==> config.mk <==
export PLATFORM = sky130hd
export DESIGN_NAME = fcd_core
export DESIGN_NICKNAME = d
export VERILOG_FILES = /design/src/common/fcd_pkg.sv /design/src/common/fcd_cmp_if.sv /design/src/fcd_cmp.sv /design/src/fcd_core.sv
export VERILOG_INCLUDE_DIRS = /design/src /design/src/common
export SDC_FILE = /design/constraint.sdc
export NUM_CORES = 1
export LEC_CHECK = 0
export ABC_AREA = 1
export BUFFER_PORTS_ARGS = -buffer_cell sky130_fd_sc_hd__buf_2
export CAP_MARGIN = 20
export CORE_UTILIZATION = 30
export CTS_CLUSTER_SIZE = 16
export DETAILED_ROUTE_END_ITERATION = 16
export GPL_TIMING_DRIVEN = 1
export HOLD_SLACK_MARGIN = 0.15
export SYNTH_ARGS = -nofsm -noshare
export SYNTH_HDL_FRONTEND = slang
export SYNTH_SLANG_ARGS = --single-unit
==> constraint.sdc <==
create_clock -name ref_clk -period 3.6 [get_ports ref_clk]
set_input_delay 0.54 -clock ref_clk [delete_from_list [all_inputs] [get_ports ref_clk]]
set_output_delay 0.54 -clock ref_clk [all_outputs]
set_load 0.03 [all_outputs]
==> src/common/fcd_defs.svh <==
/*
 * Timing counts, field positions and reset values for the flow-and-compare
 * executor. Assumes it is included by bare name from packages and modules.
 */
`ifndef FCD_DEFS_SVH
`define FCD_DEFS_SVH

// -----------------------------------------------------------------------
// Widths and reset value
// -----------------------------------------------------------------------
`define FCD_PC_W 22
`define FCD_RA_BYTES 3
`define FCD_SP_RESET 16'hFFFF

// -----------------------------------------------------------------------
// Cycle counts per instruction
// -----------------------------------------------------------------------
`define FCD_CYC_SEQ 1
`define FCD_CYC_REL_JUMP 2
`define FCD_CYC_PTR_JUMP 2
`define FCD_CYC_ABS_JUMP 3
`define FCD_CYC_CALL 4
`define FCD_CYC_ABS_CALL 5
`define FCD_CYC_EXIT 5
`define FCD_CYC_BRANCH 2
`define FCD_SKIP_SHORT 2
`define FCD_SKIP_LONG 3

// -----------------------------------------------------------------------
// Status register bit positions
// -----------------------------------------------------------------------
`define FCD_SR_I 7
`define FCD_SR_H 5
`define FCD_SR_V 3
`define FCD_SR_N 2
`define FCD_SR_Z 1
`define FCD_SR_C 0

`endif

==> src/common/fcd_pkg.sv <==
/*
 * Types for the flow-and-compare executor.
 * Assumes fcd_defs.svh is on the include path.
 */
`default_nettype none

`include "fcd_defs.svh"

package fcd_pkg;

    // -------------------------------------------------------------------
    // Operation selected by the decoder in front of this block
    // -------------------------------------------------------------------
    typedef enum logic [4:0] {
        OP_NONE,
        OP_ABSOLUTE_JUMP,
        OP_RELATIVE_JUMP,
        OP_POINTER_JUMP,
        OP_EXTENDED_POINTER_JUMP,
        OP_RELATIVE_SUBROUTINE_BRANCH,
        OP_POINTER_SUBROUTINE_BRANCH,
        OP_EXTENDED_POINTER_SUBROUTINE_BRANCH,
        OP_ABSOLUTE_SUBROUTINE_BRANCH,
        OP_SUBROUTINE_EXIT,
        OP_INTERRUPT_EXIT,
        OP_COMPARE_SKIP_EQUAL,
        OP_COMPARE_REGS,
        OP_COMPARE_WITH_BORROW,
        OP_COMPARE_IMMEDIATE,
        OP_SKIP_REG_BIT_CLEAR,
        OP_SKIP_REG_BIT_ONE,
        OP_SKIP_IO_BIT_CLEAR,
        OP_SKIP_IO_BIT_ONE,
        OP_BRANCH_FLAG_ONE
    } fcd_op_t;

    // Sequencer states.
    typedef enum logic [0:0] {
        ST_IDLE,
        ST_EXEC
    } fcd_state_t;

endpackage : fcd_pkg

`default_nettype wire

==> src/common/fcd_cmp_if.sv <==
/*
 * Carrier between the executor and its compare unit.
 * Assumes one producer of operands and one flag calculator.
 */
`timescale 1ns/1ps
`default_nettype none

interface fcd_cmp_if;
    logic [7:0] a; // Minuend.
    logic [7:0] b; // Subtrahend.
    logic cin; // Borrow in.
    logic use_cin; // Chained compare.
    logic z_in; // Previous zero flag.
    logic h, v, n, z, c; // Resulting flags.

    modport ctl (output a, b, cin, use_cin, z_in, input h, v, n, z, c);
    modport unit (input a, b, cin, use_cin, z_in, output h, v, n, z, c);
endinterface : fcd_cmp_if

`default_nettype wire

==> src/fcd_cmp.sv <==
/*
 * Eight-bit compare unit: subtracts without a result and reports flags.
 * Assumes operands are stable in the cycle the flags are sampled.
 */
`timescale 1ns/1ps
`default_nettype none

module fcd_cmp import fcd_pkg::*; (
    fcd_cmp_if.unit cmp
);

    logic [7:0] r; // Difference, never written back.
    logic bin; // Effective borrow in.

    // -------------------------------------------------------------------
    // Subtraction and flags
    // -------------------------------------------------------------------
    always_comb begin
        bin = cmp.use_cin & cmp.cin;
        r = cmp.a - cmp.b - {7'h00, bin};
        cmp.c = (~cmp.a[7] & cmp.b[7]) | (cmp.b[7] & r[7]) | (r[7] & ~cmp.a[7]);
        cmp.h = (~cmp.a[3] & cmp.b[3]) | (cmp.b[3] & r[3]) | (r[3] & ~cmp.a[3]);
        cmp.v = (cmp.a[7] & ~cmp.b[7] & ~r[7]) | (~cmp.a[7] & cmp.b[7] & r[7]);
        cmp.n = r[7];
        // A chained compare keeps zero only if every stage was zero, so
        // multi-byte compares report equality across the whole word.
        if (cmp.use_cin) begin
            cmp.z = (r == 8'h00) & cmp.z_in;
        end else begin
            cmp.z = (r == 8'h00);
        end
    end

endmodule : fcd_cmp

`default_nettype wire

==> src/fcd_core.sv <==
/*
 * Executor for jumps, subroutine branches, exits, compares, skips and
 * flag branches of an 8-bit core. Holds program counter, stack pointer
 * and status register. Assumes a decoder presents one operation with
 * start, and a byte-wide stack memory that writes on the clock and reads
 * combinationally.
 */
`timescale 1ns/1ps
`default_nettype none

`include "fcd_defs.svh"

// Notes on behaviour
// - Pointer call pushes return, loads pointer, four.
// - Extended call target is prefix above pointer.
// - Absolute call pushes return, loads immediate target.
// - Interrupt exit pops PC, sets I flag.
// - Equal registers skip next instruction, flags kept.
// - Compares subtract silently, update Z N V C H.
// - Register bit test skips on match.
// - Clear I/O bit skips next instruction.
// - Set I/O bit skips next instruction.
// - Set status flag branches to PC+k+1.
module fcd_core import fcd_pkg::*; #(
    parameter int PC_W = `FCD_PC_W,
    parameter logic [15:0] SP_RESET = `FCD_SP_RESET
) (
    input wire logic ref_clk,
    input wire logic rst,
    input wire logic ce,
    input wire logic start,
    input wire fcd_op_t op,
    input wire logic [7:0] rd_val,
    input wire logic [7:0] rr_val,
    input wire logic [7:0] imm_val,
    input wire logic [11:0] rel_ofs,
    input wire logic [2:0] bit_sel,
    input wire logic [7:0] io_val,
    input wire logic next_two_word,
    input wire logic [15:0] ptr_val,
    input wire logic [7:0] extended_pointer_prefix,
    input wire logic [PC_W-1:0] abs_target,
    input wire logic [7:0] stk_rdata,
    output logic busy,
    output logic done,
    output logic [PC_W-1:0] pc_q,
    output logic [7:0] status_register,
    output logic [15:0] sp_q,
    output logic [15:0] stk_addr,
    output logic stk_we,
    output logic [7:0] stk_wdata,
    output logic stk_re
);

    localparam int RA_W = 8 * `FCD_RA_BYTES; // Stacked address width.

    // -------------------------------------------------------------------
    // Helpers
    // -------------------------------------------------------------------
    // PC plus signed offset plus one, shared by relative jump, relative call and flag branch.
    function automatic logic [PC_W-1:0] rel_target(input logic [PC_W-1:0] pc,
                                                   input logic [11:0] ofs);
        logic [PC_W-1:0] ext;
        ext = PC_W'($signed(ofs));
        return pc + ext + PC_W'(1);
    endfunction : rel_target

    // Words to advance when skipping.
    function automatic logic [2:0] skip_amt(input logic two_word);
        return two_word ? 3'(`FCD_SKIP_LONG) : 3'(`FCD_SKIP_SHORT);
    endfunction : skip_amt

    // -------------------------------------------------------------------
    // State
    // -------------------------------------------------------------------
    fcd_state_t st_q, st_d; // Sequencer.
    fcd_op_t op_q, op_d; // Operation in progress.
    logic [2:0] cnt_q, cnt_d; // Cycles left after this one.
    logic [1:0] idx_q, idx_d; // Stack byte index.
    logic [RA_W-1:0] tgt_q, tgt_d; // Next PC, assembled on pops.
    logic [RA_W-1:0] ret_q, ret_d; // Return address to push.
    logic [PC_W-1:0] pc_d;
    logic [7:0] sr_q, sr_d; // Status register.
    logic [15:0] sp_d;

    // Start-cycle scratch.
    logic [PC_W-1:0] tgt; // Target of the new operation.
    logic [PC_W-1:0] ret; // Return address of the new operation.
    logic [2:0] cyc; // Total cycles of the new operation.
    logic is_call, is_exit;
    logic skip; // Skip condition true.

    fcd_cmp_if cmp ();

    fcd_cmp u_cmp (
        .cmp(cmp.unit)
    );

    assign busy = (st_q == ST_EXEC);
    assign status_register = sr_q;

    // -------------------------------------------------------------------
    // Compare operands
    // -------------------------------------------------------------------
    always_comb begin
        cmp.a = rd_val;
        cmp.b = (op == OP_COMPARE_IMMEDIATE) ? imm_val : rr_val;
        cmp.cin = sr_q[`FCD_SR_C];
        cmp.use_cin = (op == OP_COMPARE_WITH_BORROW);
        cmp.z_in = sr_q[`FCD_SR_Z];
    end

    // -------------------------------------------------------------------
    // Decode of a newly started operation
    // -------------------------------------------------------------------
    always_comb begin
        tgt = pc_q + PC_W'(1);
        ret = pc_q + PC_W'(1);
        cyc = 3'(`FCD_CYC_SEQ);
        is_call = 1'b0;
        is_exit = 1'b0;
        skip = 1'b0;
        case (op)
            OP_ABSOLUTE_JUMP: begin
                tgt = abs_target;
                cyc = 3'(`FCD_CYC_ABS_JUMP);
            end
            OP_RELATIVE_JUMP: begin
                tgt = rel_target(pc_q, rel_ofs);
                cyc = 3'(`FCD_CYC_REL_JUMP);
            end
            OP_POINTER_JUMP: begin
                tgt = PC_W'(ptr_val);
                cyc = 3'(`FCD_CYC_PTR_JUMP);
            end
            OP_EXTENDED_POINTER_JUMP: begin
                tgt = PC_W'({extended_pointer_prefix, ptr_val});
                cyc = 3'(`FCD_CYC_PTR_JUMP);
            end
            OP_RELATIVE_SUBROUTINE_BRANCH: begin
                tgt = rel_target(pc_q, rel_ofs);
                cyc = 3'(`FCD_CYC_CALL);
                is_call = 1'b1;
            end
            OP_POINTER_SUBROUTINE_BRANCH: begin
                tgt = PC_W'(ptr_val);
                cyc = 3'(`FCD_CYC_CALL);
                is_call = 1'b1;
            end
            OP_EXTENDED_POINTER_SUBROUTINE_BRANCH: begin
                // Prefix bits beyond the PC width are dropped on purpose.
                tgt = PC_W'({extended_pointer_prefix, ptr_val});
                cyc = 3'(`FCD_CYC_CALL);
                is_call = 1'b1;
            end
            OP_ABSOLUTE_SUBROUTINE_BRANCH: begin
                tgt = abs_target;
                ret = pc_q + PC_W'(2); // Two-word instruction.
                cyc = 3'(`FCD_CYC_ABS_CALL);
                is_call = 1'b1;
            end
            OP_SUBROUTINE_EXIT, OP_INTERRUPT_EXIT: begin
                cyc = 3'(`FCD_CYC_EXIT);
                is_exit = 1'b1;
            end
            OP_COMPARE_SKIP_EQUAL: skip = (rd_val == rr_val);
            OP_SKIP_REG_BIT_CLEAR: skip = ~rr_val[bit_sel];
            OP_SKIP_REG_BIT_ONE: skip = rr_val[bit_sel];
            OP_SKIP_IO_BIT_CLEAR: skip = ~io_val[bit_sel];
            OP_SKIP_IO_BIT_ONE: skip = io_val[bit_sel];
            OP_BRANCH_FLAG_ONE: begin
                // Not taken falls through to the sequential address.
                if (sr_q[bit_sel]) begin
                    tgt = rel_target(pc_q, rel_ofs);
                    cyc = 3'(`FCD_CYC_BRANCH);
                end
            end
            default: begin
                cyc = 3'(`FCD_CYC_SEQ);
            end
        endcase
        if (skip) begin
            tgt = pc_q + PC_W'(skip_amt(next_two_word));
            cyc = skip_amt(next_two_word);
        end
    end

    // -------------------------------------------------------------------
    // Sequencer next state
    // -------------------------------------------------------------------
    always_comb begin
        st_d = st_q;
        op_d = op_q;
        cnt_d = cnt_q;
        idx_d = idx_q;
        tgt_d = tgt_q;
        ret_d = ret_q;
        pc_d = pc_q;
        sr_d = sr_q;
        sp_d = sp_q;
        done = 1'b0;
        stk_we = 1'b0;
        stk_re = 1'b0;
        stk_wdata = 8'h00;
        stk_addr = sp_q;
        case (st_q)
            ST_IDLE: begin
                if (start) begin
                    // Only the compares touch flags at start; flow ops keep them, save the I flag that interrupt exit sets when done.
                    if (op == OP_COMPARE_REGS || op == OP_COMPARE_WITH_BORROW ||
                        op == OP_COMPARE_IMMEDIATE) begin
                        sr_d[`FCD_SR_Z] = cmp.z;
                        sr_d[`FCD_SR_N] = cmp.n;
                        sr_d[`FCD_SR_V] = cmp.v;
                        sr_d[`FCD_SR_C] = cmp.c;
                        sr_d[`FCD_SR_H] = cmp.h;
                    end
                    if (cyc == 3'(`FCD_CYC_SEQ)) begin
                        pc_d = tgt;
                        done = 1'b1;
                    end else begin
                        st_d = ST_EXEC;
                        op_d = op;
                        cnt_d = cyc - 3'd2;
                        idx_d = 2'd0;
                        tgt_d = RA_W'(tgt);
                        ret_d = is_call ? RA_W'(ret) : '0;
                        // Exits rebuild the target from the stack.
                        if (is_exit) begin
                            tgt_d = '0;
                        end
                    end
                end
            end
            ST_EXEC: begin
                if (idx_q < 2'(`FCD_RA_BYTES)) begin
                    if (op_q == OP_RELATIVE_SUBROUTINE_BRANCH ||
                        op_q == OP_POINTER_SUBROUTINE_BRANCH ||
                        op_q == OP_EXTENDED_POINTER_SUBROUTINE_BRANCH ||
                        op_q == OP_ABSOLUTE_SUBROUTINE_BRANCH) begin
                        // Low byte first, at SP, then SP moves down.
                        stk_we = 1'b1;
                        stk_wdata = ret_q[8*idx_q +: 8];
                        sp_d = sp_q - 16'h0001;
                        idx_d = idx_q + 2'd1;
                    end else if (op_q == OP_SUBROUTINE_EXIT || op_q == OP_INTERRUPT_EXIT) begin
                        // Reverse order: high byte comes back first.
                        stk_addr = sp_q + 16'h0001;
                        stk_re = 1'b1;
                        tgt_d[8*(2'(`FCD_RA_BYTES - 1) - idx_q) +: 8] = stk_rdata;
                        sp_d = sp_q + 16'h0001;
                        idx_d = idx_q + 2'd1;
                    end
                end
                if (cnt_q == 3'd0) begin
                    pc_d = tgt_q[PC_W-1:0];
                    done = 1'b1;
                    st_d = ST_IDLE;
                    if (op_q == OP_INTERRUPT_EXIT) begin
                        sr_d[`FCD_SR_I] = 1'b1;
                    end
                end else begin
                    cnt_d = cnt_q - 3'd1;
                end
            end
            default: st_d = ST_IDLE;
        endcase
        // A frozen block must not write the stack or report completion.
        if (!ce) begin
            stk_we = 1'b0;
            stk_re = 1'b0;
            done = 1'b0;
        end
    end

    // -------------------------------------------------------------------
    // Registers
    // -------------------------------------------------------------------
    always_ff @(posedge ref_clk) begin
        if (rst) begin
            st_q <= ST_IDLE;
            op_q <= OP_NONE;
            cnt_q <= 3'h0;
            idx_q <= 2'h0;
            tgt_q <= '0;
            ret_q <= '0;
            pc_q <= '0;
            sr_q <= 8'h00;
            sp_q <= SP_RESET;
        end else if (ce) begin
            st_q <= st_d;
            op_q <= op_d;
            cnt_q <= cnt_d;
            idx_q <= idx_d;
            tgt_q <= tgt_d;
            ret_q <= ret_d;
            pc_q <= pc_d;
            sr_q <= sr_d;
            sp_q <= sp_d;
        end
    end

endmodule : fcd_core

`default_nettype wire

==> run_results.csv, run 1 <==
group,metric,value,unit
status,outcome,"finished clean",
floorplan,die_area,0.03482,mm2
cells_and_area,drive_gt1_share,13.14,%
placement,gp_congestion,0.9750,
critical_path,crit_type,"register to output port",
power,power_density,309.8,mW/mm2
route,drt_iter0_markers,950,
critical_path,arrival,2840,ps
clock_tree,tritoncts,"yes",
floorplan,fp.dieH,186.6,um
cells_and_area,finish.net_count,2090,
timing,max-slew-margin-rel,28.72,%
timing,postLayoutSetupSlackWorst,217.7,ps
clock_tree,cts_num_sinks,99,
floorplan,start_util,30.49,%
critical_path,critPathRequiredTime,3060,ps
yosys,synth.avg_cell_area,5.769,um2
cells_and_area,fillerInstances,3818,
critical_path,worstSetupStartpointType,"register",
worst_hold_path,whs_path_depth,2,
timing,fin_crit,3382,ps
critical_path,crit_slowest_cell,"dfxtp_1",
critical_path,cp.buffers_inverters,2,
grt,antenna_found_initial,2,
power,p_sw_share,40.72,%
placement,portBuffers,180,
clock_tree,ctsResizeCount,0,
grt,grt_pass1_vias,10830,
power,p_seq_share,34.3,%
timing,rsz0062_at_grt,"no",
yosys,ys_types,56,
cells_and_area,area_growth,16.13,%
yosys,ys_warn_count,0,
floorplan,coreArea,0.03353,mm2
timing,final-hold-violation-count,0,
yosys,syn_inst,1772,
power,clockPowerShare,28.9,%
power,power.leakage,5.829,nW
clock_tree,ctsHoldBuffers,0,
clock_tree,cts_buffers,9,
yosys,synth_common_cells,"488 x nand2_1, 233 x nor2_1, 223 x inv_1",
worst_hold_path,min_path_type,"register to register",
critical_path,cp-end-kind,"output port",
route,wl_per_cell,16.01,um
route,drc,0,
yosys,async_flop_share,0,%
yosys,synth_enable_flop_cells,0,
grt,globalRouteOverflowTotal,0,
power,pwr-share-comb,36.8,%
route,postRouteAntennaNets,0,
floorplan,die_w,186.6,um
critical_path,cp_common_cell,"nor2_1",
placement,pre_cts_ws,232.3,ps
clock_tree,h-tree-depth,3,
route,drt_wl_total,38.12,mm
cells_and_area,diodes,0,
timing,worst_pin_slew,1069,ps
critical_path,cp_cell_sequence,"ha_1 > nor2_1 > inv_1 > nor2_1 > nand2_1 > o31ai_1 > buf_2",
power,vdd_ir_drop_max,0.1998,mV
floorplan,std_cell_rows,67,
clock_tree,clk_pin_slew,80,ps
yosys,syn_area,0.01022,mm2
power,finalPower,3.678,mW
grt,grt_pass1_wl,59.34,mm
route,dr.pass1.iters,5,
yosys,yosys_register_bits,99,
yosys,seq_area_frac_synth,19.39,%
clock_tree,cts_root_buf,"clkbuf_16",
cells_and_area,multiInputGateArea,0.007034,mm2
yosys,netlist_top_cells_area,"dfxtp_1 19%, nand2_1 18%, nor2_1 8.6%",
power,p_int,2.180,mW
cells_and_area,seqCellArea,0.001982,mm2
power,total_switching_power,1.498,mW
clock_tree,clock_latency,370,ps
timing,fin_worst_skew,12.81,ps
critical_path,max_stage_delay,500,ps
yosys,synth_top_area_share,19.39,%
timing,drv_slew,0,
job,max-cap-violations,0,
timing,setup_viol,0,
timing,fmax,295.7,MHz
clock_tree,cts_setup_buffers,0,
critical_path,crit_path_max_fanout,15,
yosys,yosys.cell_count.top_type,"nand2_1",
route,route.vias.total,11810,
timing,setup_tns,0,ps
grt,track_usage,21.54,%
yosys,synth-main-ff-cell,"dfxtp_1",
placement,dp.final_hpwl,30.65,mm
critical_path,cp.depth,7,
floorplan,io_pins,185,
clock_tree,cts.path.max_buffers,2,
grt,grt_max_degree,56,
critical_path,ff2ff_path_depth,15,
critical_path,cp_top_family,"simple AND/OR/NAND/NOR gates",
timing,fin_crit_sh,93.95,%
yosys,yosys.area.top_type,"dfxtp_1",
route,viasPerCell,4.961,
==> worst min-delay path: stages, from the launching register on <==
cell	delay, ps
dfxtp_1	310
nand2_1	60
a21oi_1	50
==> through the flow <==
| stage | instance area (um2) | cells | hold WS [ps] | utilization [%] |
|---|---|---|---|---|
| floorplan | 10230 | 1773 | 441.0 | - |
| global placement | 11560 | 2365 | 453.1 | 34.47 |
| detailed placement | 11560 | 2365 | 459.4 | 34.47 |
| CTS | 11870 | 2381 | 470.6 | 35.40 |
| global route | 11870 | 2381 | 505.4 | 35.40 |
| finish | 11870 | 2381 | 468.7 | 35.40 |
==> power by group through the flow <==
stage | sequential [mW] | combinational [mW] | clock (mW)
floorplan | 1.30 | 0.899 | 0
global placement | 1.28 | 1.32 | 0
detailed placement | 1.29 | 1.33 | 0
CTS | 1.26 | 1.34 | 1.09
global route | 1.27 | 1.52 | 1.14
finish | 1.26 | 1.35 | 1.06
==> cell usage in the layout, fill, tap and decap left out, types with 4 or more instances in the layout <==
cell type | synthesis | routed
a211oi_1 | 6 | 6
a21o_1 | 5 | 5
a21oi_1 | 123 | 123
a22o_1 | 15 | 15
a22oi_1 | 6 | 6
a31oi_1 | 7 | 7
and2_1 | 6 | 6
buf_2 | 11 | 180
buf_4 | 13 | 26
clkbuf_16 | 0 | 9
dfxtp_1 | 99 | 99
ha_1 | 48 | 48
inv_1 | 223 | 223
inv_2 | 10 | 10
nand2_1 | 488 | 488
nand3_1 | 134 | 134
nand3b_1 | 10 | 10
nand4_1 | 30 | 30
nor2_1 | 233 | 233
nor2_2 | 4 | 4
nor3_1 | 23 | 23
o211ai_1 | 11 | 11
o21ai_0 | 102 | 102
o21ai_1 | 5 | 5
o221ai_1 | 4 | 4
o31ai_1 | 7 | 7
xnor2_1 | 13 | 13
xor2_1 | 55 | 55
==> cell type report <==
type	count	area share, %
multi-input cells	1377	59.25
flip-flops and latches	99	16.69
repair buffers	206	9.233
inverters	235	7.452
well taps	448	4.722
clock buffers	9	1.897
clock inverters	7	0.7483
==> per-layer routing <==
metal / vias to the layer above / wire (um) / global-route usage, % / share of wire, %
met5: - / 10 / 0 / 0.026
li1: 6046 / - / - / -
met2: 401 / 17360 / 35.26 / 46
met4: 2 / 1275 / 7.818 / 3.3
met3: 61 / 2239 / 2.577 / 5.9
met1: 5303 / 17240 / 28.97 / 45
==> logic make-up after synthesis <==
kind of cell / Yosys count / share of synthesized area (%)
compound gates: 311 / 17.55
xor+xnor: 68 / 5.826
fa+ha+maj: 51 / 6.463
buf+inv: 297 / 11.84
flops: 99 / 19.39
other cells: 1 / 0.03668
simple gates: 945 / 38.90
==> registers in the layout, summed over array words and instances (netlist names) <==
register / count
busy: 1
cnt_q: 3
idx_q: 2
op_q: 5
pc_q: 22
ret_q: 22
sp_q: 16
status_register: 6
tgt_q: 22
==> worst paths after layout <==
path,start,end,slack [ps]
worst max register to register,pc_q[0],tgt_q[8],720
worst min register to register,cnt_q[1],cnt_q[1],470
worst min-delay path,cnt_q[1],cnt_q[1],470
worst max-delay path,idx_q[0],stk_wdata[4],220
No activity file was read; power rests on OpenSTA's default activity.
==> run 2: changes to the inputs <==
- RECOVER_POWER: unset -> 25
==> run_results.csv, run 2 (synthesized netlist as in run 1, its figures left out) <==
group,metric,value,unit
cells_and_area,area_growth,15.63,%
critical_path,worstSetupStartpointType,"register",
clock_tree,cts_setup_buffers,0,
timing,holdWs,467.9,ps
cells_and_area,fin_util,35.25,%
worst_hold_path,whs_path_depth,2,
critical_path,arrival,2830,ps
timing,postLayoutSetupSlackWorst,233.9,ps
floorplan,start_util,30.49,%
route,dr.pass1.iters,5,
route,route.vias.total,11840,
critical_path,ff2ff_path_depth,15,
cells_and_area,stdcell_area,0.01182,mm2
clock_tree,ctsHoldBuffers,0,
placement,dp.cells,2365,
route,viasPerCell,4.974,
critical_path,crit_slowest_cell,"dfxtp_1",
cells_and_area,fillerInstances,3838,
timing,fin_crit_sh,93.50,%
route,drt_wl_total,38.02,mm
floorplan,io_pins,185,
critical_path,crit_type,"register to output port",
timing,max-slew-margin-rel,27.75,%
cells_and_area,multiInputGateArea,0.007034,mm2
status,outcome,"finished clean",
floorplan,die_w,186.6,um
clock_tree,h-tree-depth,3,
timing,setup_viol,0,
grt,grt_pass1_wl,59.34,mm
critical_path,timing.reg2reg.setup_slack,730,ps
timing,rsz0062_at_grt,"no",
critical_path,cp_common_cell,"nor2_1",
worst_hold_path,min_to,"cnt_q[1]",
timing,final-hold-violation-count,0,
floorplan,std_cell_rows,67,
power,power_density,310.5,mW/mm2
grt,grt_pass1_vias,10830,
floorplan,coreArea,0.03353,mm2
placement,pre_cts_ws,232.3,ps
cells_and_area,finalNonFillerCells,2381,
clock_tree,cts_root_buf,"clkbuf_16",
power,finalPower,3.670,mW
floorplan,die_area,0.03482,mm2
clock_tree,cts_num_sinks,99,
power,power.leakage,5.708,nW
route,wl_per_cell,15.97,um
timing,setup_tns,0,ps
critical_path,r2r-end,"tgt_q[8]",
grt,track_usage,21.54,%
timing,worst_pin_slew,1084,ps
route,drt_iter0_markers,920,
cells_and_area,seqCellArea,0.001982,mm2
critical_path,cp-end-kind,"output port",
critical_path,max_stage_delay,500,ps
cells_and_area,final_cell_mix,"488 x nand2_1, 233 x nor2_1, 223 x inv_1, 139 x buf_2, 134 x nand3_1",
grt,globalRouteOverflowTotal,0,
worst_hold_path,hp-start,"cnt_q[1]",
placement,portBuffers,180,
power,vdd_ir_drop_max,0.1953,mV
route,drc,0,
clock_tree,cts.path.max_buffers,2,
critical_path,crit_path_max_fanout,15,
critical_path,critPathRequiredTime,3060,ps
placement,postPlaceCellArea,0.01156,mm2
critical_path,cp_cell_sequence,"ha_1 > nor2_1 > inv_1 > nor2_1 > nand2_1 > o31ai_1 > buf_2",
critical_path,rr_startpoint,"pc_q[0]",
job,max-cap-violations,0,
clock_tree,clk_pin_slew,80,ps
timing,fin_crit,3366,ps
worst_hold_path,min_path_type,"register to register",
clock_tree,cts_buffers,9,
clock_tree,clock_latency,370,ps
cells_and_area,diodes,0,
timing,fmax,297.1,MHz
cells_and_area,finish.net_count,2090,
placement,dp.final_hpwl,30.65,mm
floorplan,fp.dieH,186.6,um
grt,grt_max_degree,56,
grt,antenna_found_initial,2,
cells_and_area,largestRegisters,"pc_q x22, ret_q x22, tgt_q x22",
clock_tree,tritoncts,"yes",
route,postRouteAntennaNets,0,
cells_and_area,layout_commonest_cell,"nand2_1",
timing,drv_slew,0,
clock_tree,ctsResizeCount,0,
cells_and_area,drive_gt1_share,11.02,%
timing,fin_worst_skew,9.720,ps
placement,gp_congestion,0.9750,
[run 2: cell types whose count changed in the layout (fill, tap and decap cells not counted)]
cell / before / now
buf_2: 180 / 139
clkbuf_1: 0 / 41
[run 2: critical path: cells and delay by family (launching register included)]
kind / cells / cell delay (ps)
AND/OR/NAND/NOR: 3 / 860
adder cells (fa/ha/maj): 1 / 350
AO/OA/AOI/OAI: 1 / 370
flip-flops: 1 / 500
buffers and inverters: 2 / 370
[run 2: final cells by class]
type,count,area share [%]
clock buffer,9,1.905
clock inverter,7,0.7516
inverter,235,7.484
multi-input combinational,1377,59.51
sequential,99,16.77
tap,448,4.742
timing repair buffer,206,8.839
[run 2: report_power, final]
part	leakage [nW]	switching, mW	internal (mW)
Clock	0.152	0.501	0.560
Sequential	0.807	0.0983	1.16
Combinational	4.75	0.897	0.449
[run 2: per-layer routing]
layer | track usage (%) | share of wire (%) | up-vias
li1 | - | - | 6046
met1 | 28.97 | 45 | 5313
met2 | 35.26 | 46 | 424
met3 | 2.577 | 6.1 | 57
met4 | 7.818 | 3.2 | 2
met5 | 0 | 0.026 | -
[run 2: worst max-delay path by stage]
stage          depth (start not counted)      from            endpoint  slack, ps
2_1_floorplan                         18     op[4]  status_register[3]        450
3_3_place_gp                          17     op[4]  status_register[1]        230
3_5_place_dp                          19     op[4]  status_register[3]        230
4_1_cts                                7  idx_q[0]        stk_wdata[4]        220
5_1_grt                                7  idx_q[0]        stk_wdata[4]         30
6_report                               7  idx_q[0]        stk_wdata[4]        230
